**config.mk**
```make
export PLATFORM = sky130hd
export DESIGN_NAME = fctc_top
export DESIGN_NICKNAME = d
export VERILOG_FILES = /design/src/design/fctc_divider.v /design/src/design/fctc_sat_counter.v /design/src/design/fctc_top.v
export VERILOG_INCLUDE_DIRS = /design/src /design/src/design
export SDC_FILE = /design/constraint.sdc
export NUM_CORES = 1
export LEC_CHECK = 0
export BUFFER_PORTS_ARGS = -buffer_cell sky130_fd_sc_hd__buf_2
export CAP_MARGIN = 30
export CORE_ASPECT_RATIO = 1.2
export CORE_UTILIZATION = 52
export DETAILED_ROUTE_END_ITERATION = 16
export PLACE_DENSITY_LB_ADDON = 0.1
export SYNTH_ARGS = -nofsm -noshare
export SYNTH_HDL_FRONTEND = slang
export SYNTH_SLANG_ARGS = --single-unit
```
**constraint.sdc**
```tcl
create_clock -name clk_in -period 3.55 [get_ports clk_in]
set_clock_uncertainty 0.2 [all_clocks]
set_input_delay 0.355 -clock clk_in [delete_from_list [all_inputs] [get_ports clk_in]]
set_output_delay 0.355 -clock clk_in [all_outputs]
set_load 0.01 [all_outputs]
```
**src/design/fctc_defines.vh**
```
// Constants for the fan tachometer period counter block
// What this block does
// - Mode bits pick fan or analog; reset fan
// - Count reference clock over two tach periods
// - Start bit one, alert-clear zero starts monitoring
// - Open on rising edge, close two edges later
// - Fans in turn; end at two cycles or 255
// - Results stored per fan, refreshed while running
// - Prescaler 1/2/4/8 per fan, default 2
// - Divisor fields in upper four register bits
// - Count equals ref*60 over rpm times divisor
// - Fault when count above low-speed limit
// - Fault bit follows each new comparison result
`ifndef FCTC_DEFINES_VH
`define FCTC_DEFINES_VH

// Clock and reference oscillator rates in Hz
`define FCTC_CLK_HZ 50000000
`define FCTC_REF_HZ 22500
`define FCTC_REF_DIV_W 12

// APB register byte offsets
`define FCTC_OFS_CONFIG 8'h00
`define FCTC_OFS_CHMODE 8'h04
`define FCTC_OFS_VIDDIV 8'h08
`define FCTC_OFS_VAL1 8'h0c
`define FCTC_OFS_VAL2 8'h10
`define FCTC_OFS_LIM1 8'h14
`define FCTC_OFS_LIM2 8'h18
`define FCTC_OFS_STAT 8'h1c
`define FCTC_OFS_MASK 8'h20
`define FCTC_OFS_FAULT 8'h24

// Configuration register bits
`define FCTC_CFG_START 0
`define FCTC_CFG_ALERT_EN 1
`define FCTC_CFG_ALERT_CLR 3

// Divisor field positions in the voltage-id/prescale register
`define FCTC_DIV1_LSB 4
`define FCTC_DIV2_LSB 6
`define FCTC_VIDDIV_RST 4'h5
`define FCTC_LIM_RST 8'hff

// Measurement states
`define FCTC_S_IDLE 2'h0
`define FCTC_S_ARM 2'h1
`define FCTC_S_CNT 2'h2
`define FCTC_S_DONE 2'h3

`endif

```
**src/design/fctc_divider.v**
```verilog
// Enable divider producing one pulse every ratio_in enabled cycles
`default_nettype none
module fctc_divider #(
    parameter W = 12
) (
    input wire clk_in,
    input wire rst_in,
    input wire clr_in,
    input wire en_in,
    input wire [W-1:0] ratio_in,
    output wire pulse_out
);
    reg [W-1:0] cnt; // Enabled cycles seen so far
    wire last; // Final count of this period

    assign last = (cnt == ratio_in - {{(W-1){1'b0}}, 1'b1});
    assign pulse_out = en_in & last;

    // Count enabled cycles, restarting on clear
    always @(posedge clk_in)
    begin
        if (rst_in || clr_in)
            cnt <= {W{1'b0}};
        else if (en_in)
            cnt <= last ? {W{1'b0}} : cnt + {{(W-1){1'b0}}, 1'b1};
    end
endmodule // fctc_divider
`default_nettype wire

```
**src/design/fctc_sat_counter.v**
```verilog
// Saturating up counter for the tachometer period
`default_nettype none
module fctc_sat_counter #(
    parameter W = 8
) (
    input wire clk_in,
    input wire rst_in,
    input wire clr_in,
    input wire inc_in,
    output reg [W-1:0] count_out,
    output wire full_out
);
    // Full scale flags a stalled or absent fan
    assign full_out = &count_out;

    // Hold at full scale rather than wrapping to a small count
    always @(posedge clk_in)
    begin
        if (rst_in || clr_in)
            count_out <= {W{1'b0}};
        else if (inc_in && !full_out)
            count_out <= count_out + {{(W-1){1'b0}}, 1'b1};
    end
endmodule // fctc_sat_counter
`default_nettype wire

```
**src/design/fctc_top.v**
```verilog
// Fan tachometer period counter with APB registers and alert output
//
// Implementation choices: the placing of the registers and the APB slave port.
`include "fctc_defines.vh"
`default_nettype none
module fctc_top #(
    parameter CNT_W = 8,
    parameter REF_DIV = `FCTC_CLK_HZ / `FCTC_REF_HZ
) (
    input wire clk_in,
    input wire rst_in,
    // APB slave
    input wire psel_in,
    input wire penable_in,
    input wire pwrite_in,
    input wire [7:0] paddr_in,
    input wire [31:0] pwdata_in,
    output reg [31:0] prdata_out,
    output reg pready_out,
    output reg pslverr_out,
    // Tachometer pins, synchronous to clk_in
    input wire first_tach_input_in,
    input wire second_tach_input_in,
    // Voltage id bits shown in the low nibble
    input wire [3:0] vid_in,
    // Alert and monitoring state
    output reg irq_out,
    output reg monitor_active_out
);
    // Software registers
    reg [7:0] cfg; // Start, alert enable, alert clear
    reg [1:0] chmode; // One bit per shared pin, 1 = analog
    reg [3:0] div_sel; // Two divisor fields
    reg [CNT_W-1:0] val1; // Latest first fan count
    reg [CNT_W-1:0] val2; // Latest second fan count
    reg [CNT_W-1:0] lim1; // First fan low-speed limit
    reg [CNT_W-1:0] lim2; // Second fan low-speed limit
    reg [1:0] stat; // Sticky fault events
    reg [1:0] mask; // 1 blocks the status bit from the alert
    reg [1:0] fault; // Result of the latest comparison per fan

    // Measurement state
    reg [1:0] state; // Sequencer state
    reg fan_sel; // 0 first fan, 1 second fan
    reg edges; // Rising edges seen since counting opened
    reg [1:0] tach_q; // Registered pins
    reg [1:0] tach_prev; // Previous pin levels

    // Bus decode
    wire acc; // Access phase with answer given this edge
    wire wr; // Write takes effect at this edge
    reg [31:0] next_rdata; // Read mux
    reg next_err; // Unmapped address

    // Derived control
    wire run; // Monitoring running
    wire [1:0] fan_on; // Pin in fan mode
    wire tach_rise; // Rising edge on the selected pin
    wire ref_tick; // Reference oscillator enable
    wire pre_tick; // Counter enable after prescaler
    wire [1:0] div_code; // Selected fan's divisor field
    wire [3:0] div_ratio; // 1, 2, 4 or 8
    wire [CNT_W-1:0] count; // Running count
    wire full; // Count at full scale
    wire cnt_clr; // Counter held clear outside counting
    wire [CNT_W-1:0] cur_lim; // Limit of fan being measured
    wire over; // Count beyond limit
    wire [1:0] ev; // Fault events from this store
    wire [1:0] w1c; // Status bits cleared by software

    assign acc = psel_in & penable_in & pready_out;
    assign wr = acc & pwrite_in;

    // Start bit high and alert-clear low start the fan monitoring cycle
    assign run = cfg[`FCTC_CFG_START] & ~cfg[`FCTC_CFG_ALERT_CLR];

    // A zero mode bit leaves the pin as a tachometer input
    assign fan_on = ~chmode;

    assign tach_rise = tach_q[fan_sel] & ~tach_prev[fan_sel];

    // Each fan has its own divisor field
    assign div_code = fan_sel ? div_sel[3:2] : div_sel[1:0];
    assign div_ratio = 4'h1 << div_code;

    assign cnt_clr = (state != `FCTC_S_CNT);
    assign cur_lim = fan_sel ? lim2 : lim1;

    // Period grows as speed falls, so only an excess is a fault
    assign over = (count > cur_lim);
    assign ev = (state == `FCTC_S_DONE && over) ? (fan_sel ? 2'h2 : 2'h1) : 2'h0;
    assign w1c = (wr && paddr_in == `FCTC_OFS_STAT) ? pwdata_in[1:0] : 2'h0;

    // Free-running reference oscillator derived from the system clock
    fctc_divider #(
        .W(`FCTC_REF_DIV_W)
    ) u_ref (
        .clk_in(clk_in),
        .rst_in(rst_in),
        .clr_in(1'b0),
        .en_in(1'b1),
        .ratio_in(REF_DIV[`FCTC_REF_DIV_W-1:0]),
        .pulse_out(ref_tick)
    );

    // Prescaler restarts with each measurement so every count is whole
    fctc_divider #(
        .W(4)
    ) u_pre (
        .clk_in(clk_in),
        .rst_in(rst_in),
        .clr_in(cnt_clr),
        .en_in(ref_tick),
        .ratio_in(div_ratio),
        .pulse_out(pre_tick)
    );

    // Reference ticks gated into the period counter while open
    fctc_sat_counter #(
        .W(CNT_W)
    ) u_cnt (
        .clk_in(clk_in),
        .rst_in(rst_in),
        .clr_in(cnt_clr),
        .inc_in(pre_tick),
        .count_out(count),
        .full_out(full)
    );

    // Register the pins and keep last levels for edge finding
    always @(posedge clk_in)
    begin
        if (rst_in)
        begin
            tach_q <= 2'h0;
            tach_prev <= 2'h0;
        end
        else
        begin
            tach_q <= {second_tach_input_in, first_tach_input_in};
            tach_prev <= tach_q;
        end
    end

    // Measurement sequencer: one fan at a time, alternating
    always @(posedge clk_in)
    begin
        if (rst_in)
        begin
            state <= `FCTC_S_IDLE;
            fan_sel <= 1'b0;
            edges <= 1'b0;
        end
        else if (!run)
            state <= `FCTC_S_IDLE;
        else
        begin
            case (state)
                `FCTC_S_IDLE:
                begin
                    // Pick the first pin in fan mode
                    if (fan_on != 2'h0)
                    begin
                        fan_sel <= ~fan_on[0];
                        state <= `FCTC_S_ARM;
                    end
                end
                `FCTC_S_ARM:
                begin
                    // Wait for the opening rising edge
                    if (!fan_on[fan_sel])
                        state <= `FCTC_S_IDLE;
                    else if (tach_rise)
                    begin
                        edges <= 1'b0;
                        state <= `FCTC_S_CNT;
                    end
                end
                `FCTC_S_CNT:
                begin
                    // Close on the second following edge or at full scale
                    if (!fan_on[fan_sel])
                        state <= `FCTC_S_IDLE;
                    else if (full)
                        state <= `FCTC_S_DONE;
                    else if (tach_rise)
                    begin
                        if (edges)
                            state <= `FCTC_S_DONE;
                        else
                            edges <= 1'b1;
                    end
                end
                `FCTC_S_DONE:
                begin
                    // Move to the other fan if it is in fan mode
                    if (fan_on[~fan_sel])
                        fan_sel <= ~fan_sel;
                    state <= `FCTC_S_ARM;
                end
                default:
                    state <= `FCTC_S_IDLE;
            endcase
        end
    end

    // Store results and live comparison on each completed measurement
    always @(posedge clk_in)
    begin
        if (rst_in)
        begin
            val1 <= {CNT_W{1'b0}};
            val2 <= {CNT_W{1'b0}};
            fault <= 2'h0;
        end
        else if (state == `FCTC_S_DONE)
        begin
            if (fan_sel)
            begin
                val2 <= count;
                fault[1] <= over;
            end
            else
            begin
                val1 <= count;
                fault[0] <= over;
            end
        end
    end

    // Sticky status: a new event wins over a same-cycle clear
    always @(posedge clk_in)
    begin
        if (rst_in)
            stat <= 2'h0;
        else
            stat <= (stat & ~w1c) | ev;
    end

    // Software writable registers
    always @(posedge clk_in)
    begin
        if (rst_in)
        begin
            cfg <= 8'h00;
            chmode <= 2'h0;
            div_sel <= `FCTC_VIDDIV_RST;
            lim1 <= `FCTC_LIM_RST;
            lim2 <= `FCTC_LIM_RST;
            mask <= 2'h0;
        end
        else if (wr)
        begin
            case (paddr_in)
                `FCTC_OFS_CONFIG: cfg <= pwdata_in[7:0];
                `FCTC_OFS_CHMODE: chmode <= pwdata_in[1:0];
                `FCTC_OFS_VIDDIV: div_sel <= pwdata_in[7:`FCTC_DIV1_LSB];
                `FCTC_OFS_LIM1: lim1 <= pwdata_in[CNT_W-1:0];
                `FCTC_OFS_LIM2: lim2 <= pwdata_in[CNT_W-1:0];
                `FCTC_OFS_MASK: mask <= pwdata_in[1:0];
                default: cfg <= cfg;
            endcase
        end
    end

    // Read mux; value registers readable at any time
    always @*
    begin
        next_rdata = 32'h0000_0000;
        next_err = 1'b0;
        case (paddr_in)
            `FCTC_OFS_CONFIG: next_rdata[7:0] = cfg;
            `FCTC_OFS_CHMODE: next_rdata[1:0] = chmode;
            `FCTC_OFS_VIDDIV: next_rdata[7:0] = {div_sel, vid_in};
            `FCTC_OFS_VAL1: next_rdata[CNT_W-1:0] = val1;
            `FCTC_OFS_VAL2: next_rdata[CNT_W-1:0] = val2;
            `FCTC_OFS_LIM1: next_rdata[CNT_W-1:0] = lim1;
            `FCTC_OFS_LIM2: next_rdata[CNT_W-1:0] = lim2;
            `FCTC_OFS_STAT: next_rdata[1:0] = stat;
            `FCTC_OFS_MASK: next_rdata[1:0] = mask;
            `FCTC_OFS_FAULT: next_rdata[1:0] = fault;
            default: next_err = 1'b1;
        endcase
    end

    // APB answer one cycle into the access phase, from flops
    always @(posedge clk_in)
    begin
        if (rst_in)
        begin
            pready_out <= 1'b0;
            prdata_out <= 32'h0000_0000;
            pslverr_out <= 1'b0;
        end
        else
        begin
            pready_out <= psel_in & penable_in & ~pready_out;
            pslverr_out <= psel_in & penable_in & ~pready_out & next_err;
            if (psel_in && penable_in && !pready_out && !pwrite_in)
                prdata_out <= next_rdata;
        end
    end

    // Alert pin driven only while enabled and not being cleared
    always @(posedge clk_in)
    begin
        if (rst_in)
        begin
            irq_out <= 1'b0;
            monitor_active_out <= 1'b0;
        end
        else
        begin
            irq_out <= cfg[`FCTC_CFG_ALERT_EN] & ~cfg[`FCTC_CFG_ALERT_CLR]
                & (|(stat & ~mask));
            monitor_active_out <= run;
        end
    end
endmodule // fctc_top
`default_nettype wire

```
==> results of run 1 <==
metal layers:
| metal | vias to the layer above | routed length (um) | global-route usage [%] |
|---|---|---|---|
| li1 | 2117 | - | - |
| met1 | 2022 | 5220 | 31.8 |
| met2 | 170 | 6330 | 47.4 |
| met3 | 44 | 726 | 4.03 |
| met4 | 0 | 635 | 18.9 |
| met5 | - | 0 | 0 |
registers in the layout, summed over array words and instances, names as in the netlist, 2 cells and up:
register	cells
prdata_out	8
mask	2
u_ref.cnt	12
tach_q	2
lim1	8
chmode	2
stat	2
val1	8
u_pre.cnt	4
fault	2
val2	8
u_cnt.count_out	8
lim2	8
cfg	8
tach_prev	2
state	2
div_sel	4
through the flow:
stage / instance area (um2) / hold WS (ps) / setup WS, ps / std cells / power (W)
after floorplan: 4910 / 217 / 1170 / 621 / 0.00120
after global placement: 5070 / 221 / 832 / 745 / 0.00122
after detailed placement: 5070 / 245 / 780 / 745 / 0.00122
after CTS: 5270 / 6.92 / 734 / 762 / 0.00190
after global routing: 5270 / 14.6 / 545 / 762 / 0.00196
final: 5270 / 12.4 / 709 / 762 / 0.00189
power groups by stage:
stage	registers (W)	clock network [W]	logic, W
finish	0.00109	0.000687	0.000109
CTS	0.00109	0.000701	0.000109
global route	0.00109	0.000743	0.000120
floorplan	0.00112	0	0.0000787
detailed placement	0.00112	0	0.000107
global placement	0.00112	0	0.000106
area by class of cell:
| type | instances | area (um2) | area share [%] |
|---|---|---|---|
| Multi-Input combinational cell | 468 | 2670 | 50.8 |
| Sequential cell | 96 | 1920 | 36.5 |
| Timing Repair Buffer | 51 | 290 | 5.51 |
| Tap cell | 120 | 150 | 2.85 |
| Clock buffer | 9 | 124 | 2.35 |
| Clock inverter | 7 | 63.8 | 1.21 |
| Inverter | 11 | 41.3 | 0.784 |
worst max-delay path, cell delays in order, from the launching register on:
cell and delay (ps):
dfxtp_1 740, buf_4 310, mux2i_1 210, ha_1 260, a21o_1 190, a21o_1 180, a21oi_1 170, o21ai_0 210
a32o_1 260
worst paths after layout:
kind                            cells after the start                  from               endpoint  slack, ps
worst min-delay path                                2   first_tach_input_in   tach_q[0]$_SDFF_PP0_         10
worst min register to register                      2  val1[3]$_SDFFE_PP0P_   val1[3]$_SDFFE_PP0P_        260
worst max-delay path                                8  fan_sel$_SDFFE_PP0P_  fault[0]$_SDFFE_PP0P_        710
worst max register to register                      8  fan_sel$_SDFFE_PP0P_  fault[0]$_SDFFE_PP0P_        710
cells in the mapped netlist (all sizes together), types with 3 or more instances:
| cell type | instances | area (um2) |
|---|---|---|
| dfxtp | 96 | 1920 |
| nand2 | 122 | 458 |
| nor4b | 4 | 56.3 |
| a31oi | 5 | 31.3 |
| a21oi | 45 | 225 |
| and2 | 3 | 18.8 |
| nand4 | 5 | 31.3 |
| and3 | 11 | 68.8 |
| mux2 | 3 | 33.8 |
| nor2 | 53 | 199 |
| ha | 16 | 200 |
| nand3 | 46 | 235 |
| a32oi | 3 | 26.3 |
| mux2i | 22 | 220 |
| nor3 | 12 | 60.1 |
| nand2b | 3 | 18.8 |
| nor2b | 9 | 56.3 |
| a211oi | 4 | 30.0 |
| a32o | 4 | 40.0 |
| xor2 | 11 | 96.3 |
| xnor2 | 8 | 70.1 |
| a21o | 6 | 45.0 |
| nor4 | 3 | 18.8 |
| inv | 11 | 41.3 |
| a221oi | 5 | 43.8 |
| clkbuf | 16 | 60.1 |
| o21ai | 18 | 90.1 |
| buf | 30 | 210 |
logic make-up after synthesis:
| kind of cell | synth area share [%] |
|---|---|
| simple gates | 26.7 |
| compound gates | 14.0 |
| flops | 39.9 |
| buf+inv | 6.46 |
| mux | 5.27 |
| xor+xnor | 3.45 |
| fa+ha+maj | 4.15 |
| other cells | 0.0778 |
what timing repair did:
item                       in CTS  in global routing
hold buffers                    1                  0
setup endpoints to repair       0                  0
resized for setup               0                  0
hold endpoints to repair        1                  0
==> results_dict.tcl, run 1 <==
set metrics [dict create \
    min_period_over_period_pct 80.0 \
    drt-total-wl_um 12900 \
    fin_nets 704 \
    drt_first_pass_iters 7 \
    ys_warn_count 0 \
    peakVddDrop_v 0.000197 \
    synthToLayoutAreaGrowth_pct 9.21 \
    cts_tree "yes" \
    dieArea_mm2 0.00966 \
    cts_root_buffer "clkbuf_8" \
    drv_slew 0 \
    tightest_slew_ps 868 \
    grt_pass1_vias 4167 \
    chipHeight_um 107 \
    clock_sinks 96 \
    antennaDiodeCount 0 \
    worst_ep_required_time_ps 3630 \
    outcome "completed" \
    drive_gt1_share_pct 11.2 \
    gp_congestion 0.885 \
    combinationalPowerShare_pct 5.8 \
    clock_latency_ps 370 \
    wl_per_cell_um 17.0 \
    final_cell_mix "nand2_1, dfxtp_1, nor2_1" \
    core-area_mm2 0.00903 \
    path_clk_slew_ps 100 \
    ant_nets 0 \
    syn_area_per_cell_um2 8.06 \
    critPathArrivalTime_ps 2920 \
    end_kind "flip-flop" \
    grt.total_usage_pct 27.5 \
    start_util_pct 53.4 \
    setup_violations 0 \
    globalRouteOverflowTotal 0 \
    nFillCells 882 \
    p_per_area_mw_per_mm2 359 \
    drc 0 \
    ys_seq_area_share_pct 39.9 \
    synth_cell_type_count 55 \
    utilization_pct 58.3 \
    async_flop_share_pct 0 \
    critPathKind "reg -> reg" \
    min_period_ps 2840 \
    vias 4353 \
    cts_setup_buffers 0 \
    hp-class "in -> reg" \
    post-dp-hpwl_um 9640 \
    rsz0062_at_grt "false" \
    drv_cap 0 \
    ys_ff_latch 96 \
    clock_path_buffers 2 \
    synth_enable_flop_cells 0 \
    power.share.clock_pct 36.4 \
    cts_made_buffers 9 \
    max_slew_margin_pct 42.0 \
    grt_pass1_wl_um 20600 \
    fmax_mhz 352 \
    grt_start_max_net_pins 43 \
    die_w_um 89.9 \
    hold_viol_final 0 \
    synthCells 598 \
    drt_iter0_drc 296 \
    fin_setup_tns_ps 0 \
    antenna_found_initial 0 \
    htreeDepth 3 \
    p_sw_share_pct 26.6 \
    seqPwrFrac_pct 57.8 \
    cp-start-kind "flip-flop" \
    final_common_cell "nand2_1" \
    rows 38 \
    leakage_nw 2.13 \
    syn_area_mm2 0.00482 \
    synth_ff_type "dfxtp_1" \
    p_int_w 0.00139 \
    power_switching_w 0.000501 \
    crit_path_max_fanout 12 \
    ios 87 \
    port_buffers 38 \
    drt-vias-per-instance 5.71 \
]
No activity file was read; power rests on OpenSTA's default activity.
==> run 2: changes to the inputs <==
Clock period 3.55 ns to 2.9 ns, I/O delays scaled along.
==> run 2 against run 1 <==
Clock power is 19% higher. Core utilization rose by 1.1 points. Sequential power rose by 23%. Sequential share of layout area is 0.69 points lower. First-iteration DRC count increased by 16%. Critical path depth rose by 1. Wire length grew 0.61%. Cell area up 1.9%. Flip-flop and latch count did not move. Die area unchanged.
==> results_dict.tcl, run 2 (same netlist as run 1, synthesis figures left out) <==
set metrics [dict create \
    critPathKind "reg -> reg" \
    crit_start "fan_sel$_SDFFE_PP0P_" \
    die_w_um 89.9 \
    vias 4391 \
    rsz0062_at_grt "false" \
    final_cell_mix "nand2_1, dfxtp_1, nor2_1" \
    cts_root_buffer "clkbuf_8" \
    hold_viol_final 0 \
    worst_ep_required_time_ps 3010 \
    grt.total_usage_pct 28.1 \
    tightest_slew_ps 854 \
    crit_path_end "fault[1]$_SDFFE_PP0P_" \
    p_per_area_mw_per_mm2 427 \
    drt-vias-per-instance 5.68 \
    min_period_over_period_pct 88.8 \
    grt_start_max_net_pins 43 \
    top_register "u_ref.cnt" \
    max_slew_margin_pct 43.0 \
    wl_per_cell_um 16.8 \
    ant_nets 0 \
    clock_path_buffers 2 \
    drv_cap 0 \
    drive_gt1_share_pct 11.6 \
    fmax_mhz 388 \
    drv_slew 0 \
    critPathArrivalTime_ps 2690 \
    drt-total-wl_um 13000 \
    cp-start-kind "flip-flop" \
    dp_cells 750 \
    start_util_pct 53.4 \
    drt_first_pass_iters 5 \
    fin_nets 716 \
    grt_pass1_vias 4238 \
    synthToLayoutAreaGrowth_pct 11.3 \
    grt_pass1_wl_um 20900 \
    final_common_cell "nand2_1" \
    antenna_found_initial 0 \
    rows 38 \
    chipHeight_um 107 \
    seq_area_mm2 0.00192 \
    antennaDiodeCount 0 \
    cts_setup_buffers 0 \
    peakVddDrop_v 0.000312 \
    drt_iter0_drc 344 \
    clock_sinks 96 \
    post-dp-hpwl_um 9700 \
    fin_setup_tns_ps 0 \
    globalRouteOverflowTotal 0 \
    multi_input_area_mm2 0.00267 \
    final_cells 773 \
    r2r_setup_slack_ps 320 \
    clock_latency_ps 370 \
    end_kind "flip-flop" \
    gp_congestion 0.890 \
    min_period_ps 2580 \
    timing.hold.ws_ps 18.6 \
    hp-class "in -> reg" \
    r2r_end "fault[1]$_SDFFE_PP0P_" \
    ios 87 \
    htreeDepth 3 \
    drc 0 \
    largest_reg_flops 12 \
    dieArea_mm2 0.00966 \
    setup_violations 0 \
    cts_tree "yes" \
    regToRegStartpoint "fan_sel$_SDFFE_PP0P_" \
    core-area_mm2 0.00903 \
    crit_path_max_fanout 9 \
    cts_made_buffers 9 \
    outcome "completed" \
    r2r_cells 9 \
    port_buffers 38 \
    leakage_nw 2.19 \
    path_clk_slew_ps 90 \
    nFillCells 870 \
]
==> run 2: cell count changes in the layout (fill, tap and decap cells not counted), sizes merged <==
cell,previous run,this run
dlygate4sd3,1,8
buf,50,55
clkbuf,9,11
inv,13,11
clkinvlp,2,1
==> run 2: report_power, final <==
part / leakage, nW / internal [W] / switching [W]
logic: 1.32 / 0.0000466 / 0.0000942
registers: 0.776 / 0.00133 / 0.00000728
clock network: 0.0914 / 0.000355 / 0.000461
==> run 2: routing by layer <==
metal  wire, um  track usage [%]  part of all wire (%)  up-vias
met5          0                0                     0        -
met4        632             17.1                   4.9        0
met3        509             3.46                   3.9       45
met2       6380             50.7                    49      138
met1       5480             31.9                    42     2080
li1           -                -                     -     2128
==> run 2: worst min-delay path by stage <==
stage | start | end | slack (ps) | cells after the start
after floorplan | pwdata_in[0] | lim1[0]$_SDFFE_PP1P_ | 210 | 2
after global placement | tach_q[0]$_SDFF_PP0_ | tach_prev[0]$_SDFF_PP0_ | 240 | 2
after detailed placement | tach_q[0]$_SDFF_PP0_ | tach_prev[0]$_SDFF_PP0_ | 250 | 2
after CTS | vid_in[2] | prdata_out[2]$_SDFFE_PP0P_ | 10 | 3
after global routing | vid_in[3] | prdata_out[3]$_SDFFE_PP0P_ | 70 | 3
final | vid_in[2] | prdata_out[2]$_SDFFE_PP0P_ | 20 | 3
==> run 2: critical path, cell delays in order (launching register included) <==
cell and delay [ps]:
dfxtp_1 640, buf_4 260, mux2_2 350, ha_1 180, nor2b_1 90, o21ai_0 70, nand2b_1 80, a21oi_1 60
o21ai_0 390, a32o_1 190
==> run 2: through the flow <==
| stage | power (W) | cell area, um2 | utilization, % | setup WS [ps] |
|---|---|---|---|---|
| after floorplan | 0.00146 | 4910 | - | 517 |
| after global placement | 0.00149 | 5100 | 56.5 | 441 |
| after detailed placement | 0.00150 | 5100 | 56.5 | 403 |
| after CTS | 0.00231 | 5370 | 59.4 | 336 |
| after global routing | 0.00238 | 5370 | 59.4 | 182 |
| final | 0.00229 | 5370 | 59.4 | 325 |
==> run 2: repair_timing <==
action,4_1_cts,5_1_grt
hold buffers,8,0
setup endpoints to repair,0,0
endpoints found under the hold margin,19,0
gates resized for setup,0,0
==> run 2: cell type report <==
class / instances / area share [%]
Clock inverter: 4 / 0.560
Inverter: 11 / 0.769
Clock buffer: 11 / 2.82
Multi-Input combinational cell: 468 / 49.8
Sequential cell: 96 / 35.8
Tap cell: 120 / 2.80
Timing Repair Buffer: 63 / 7.41
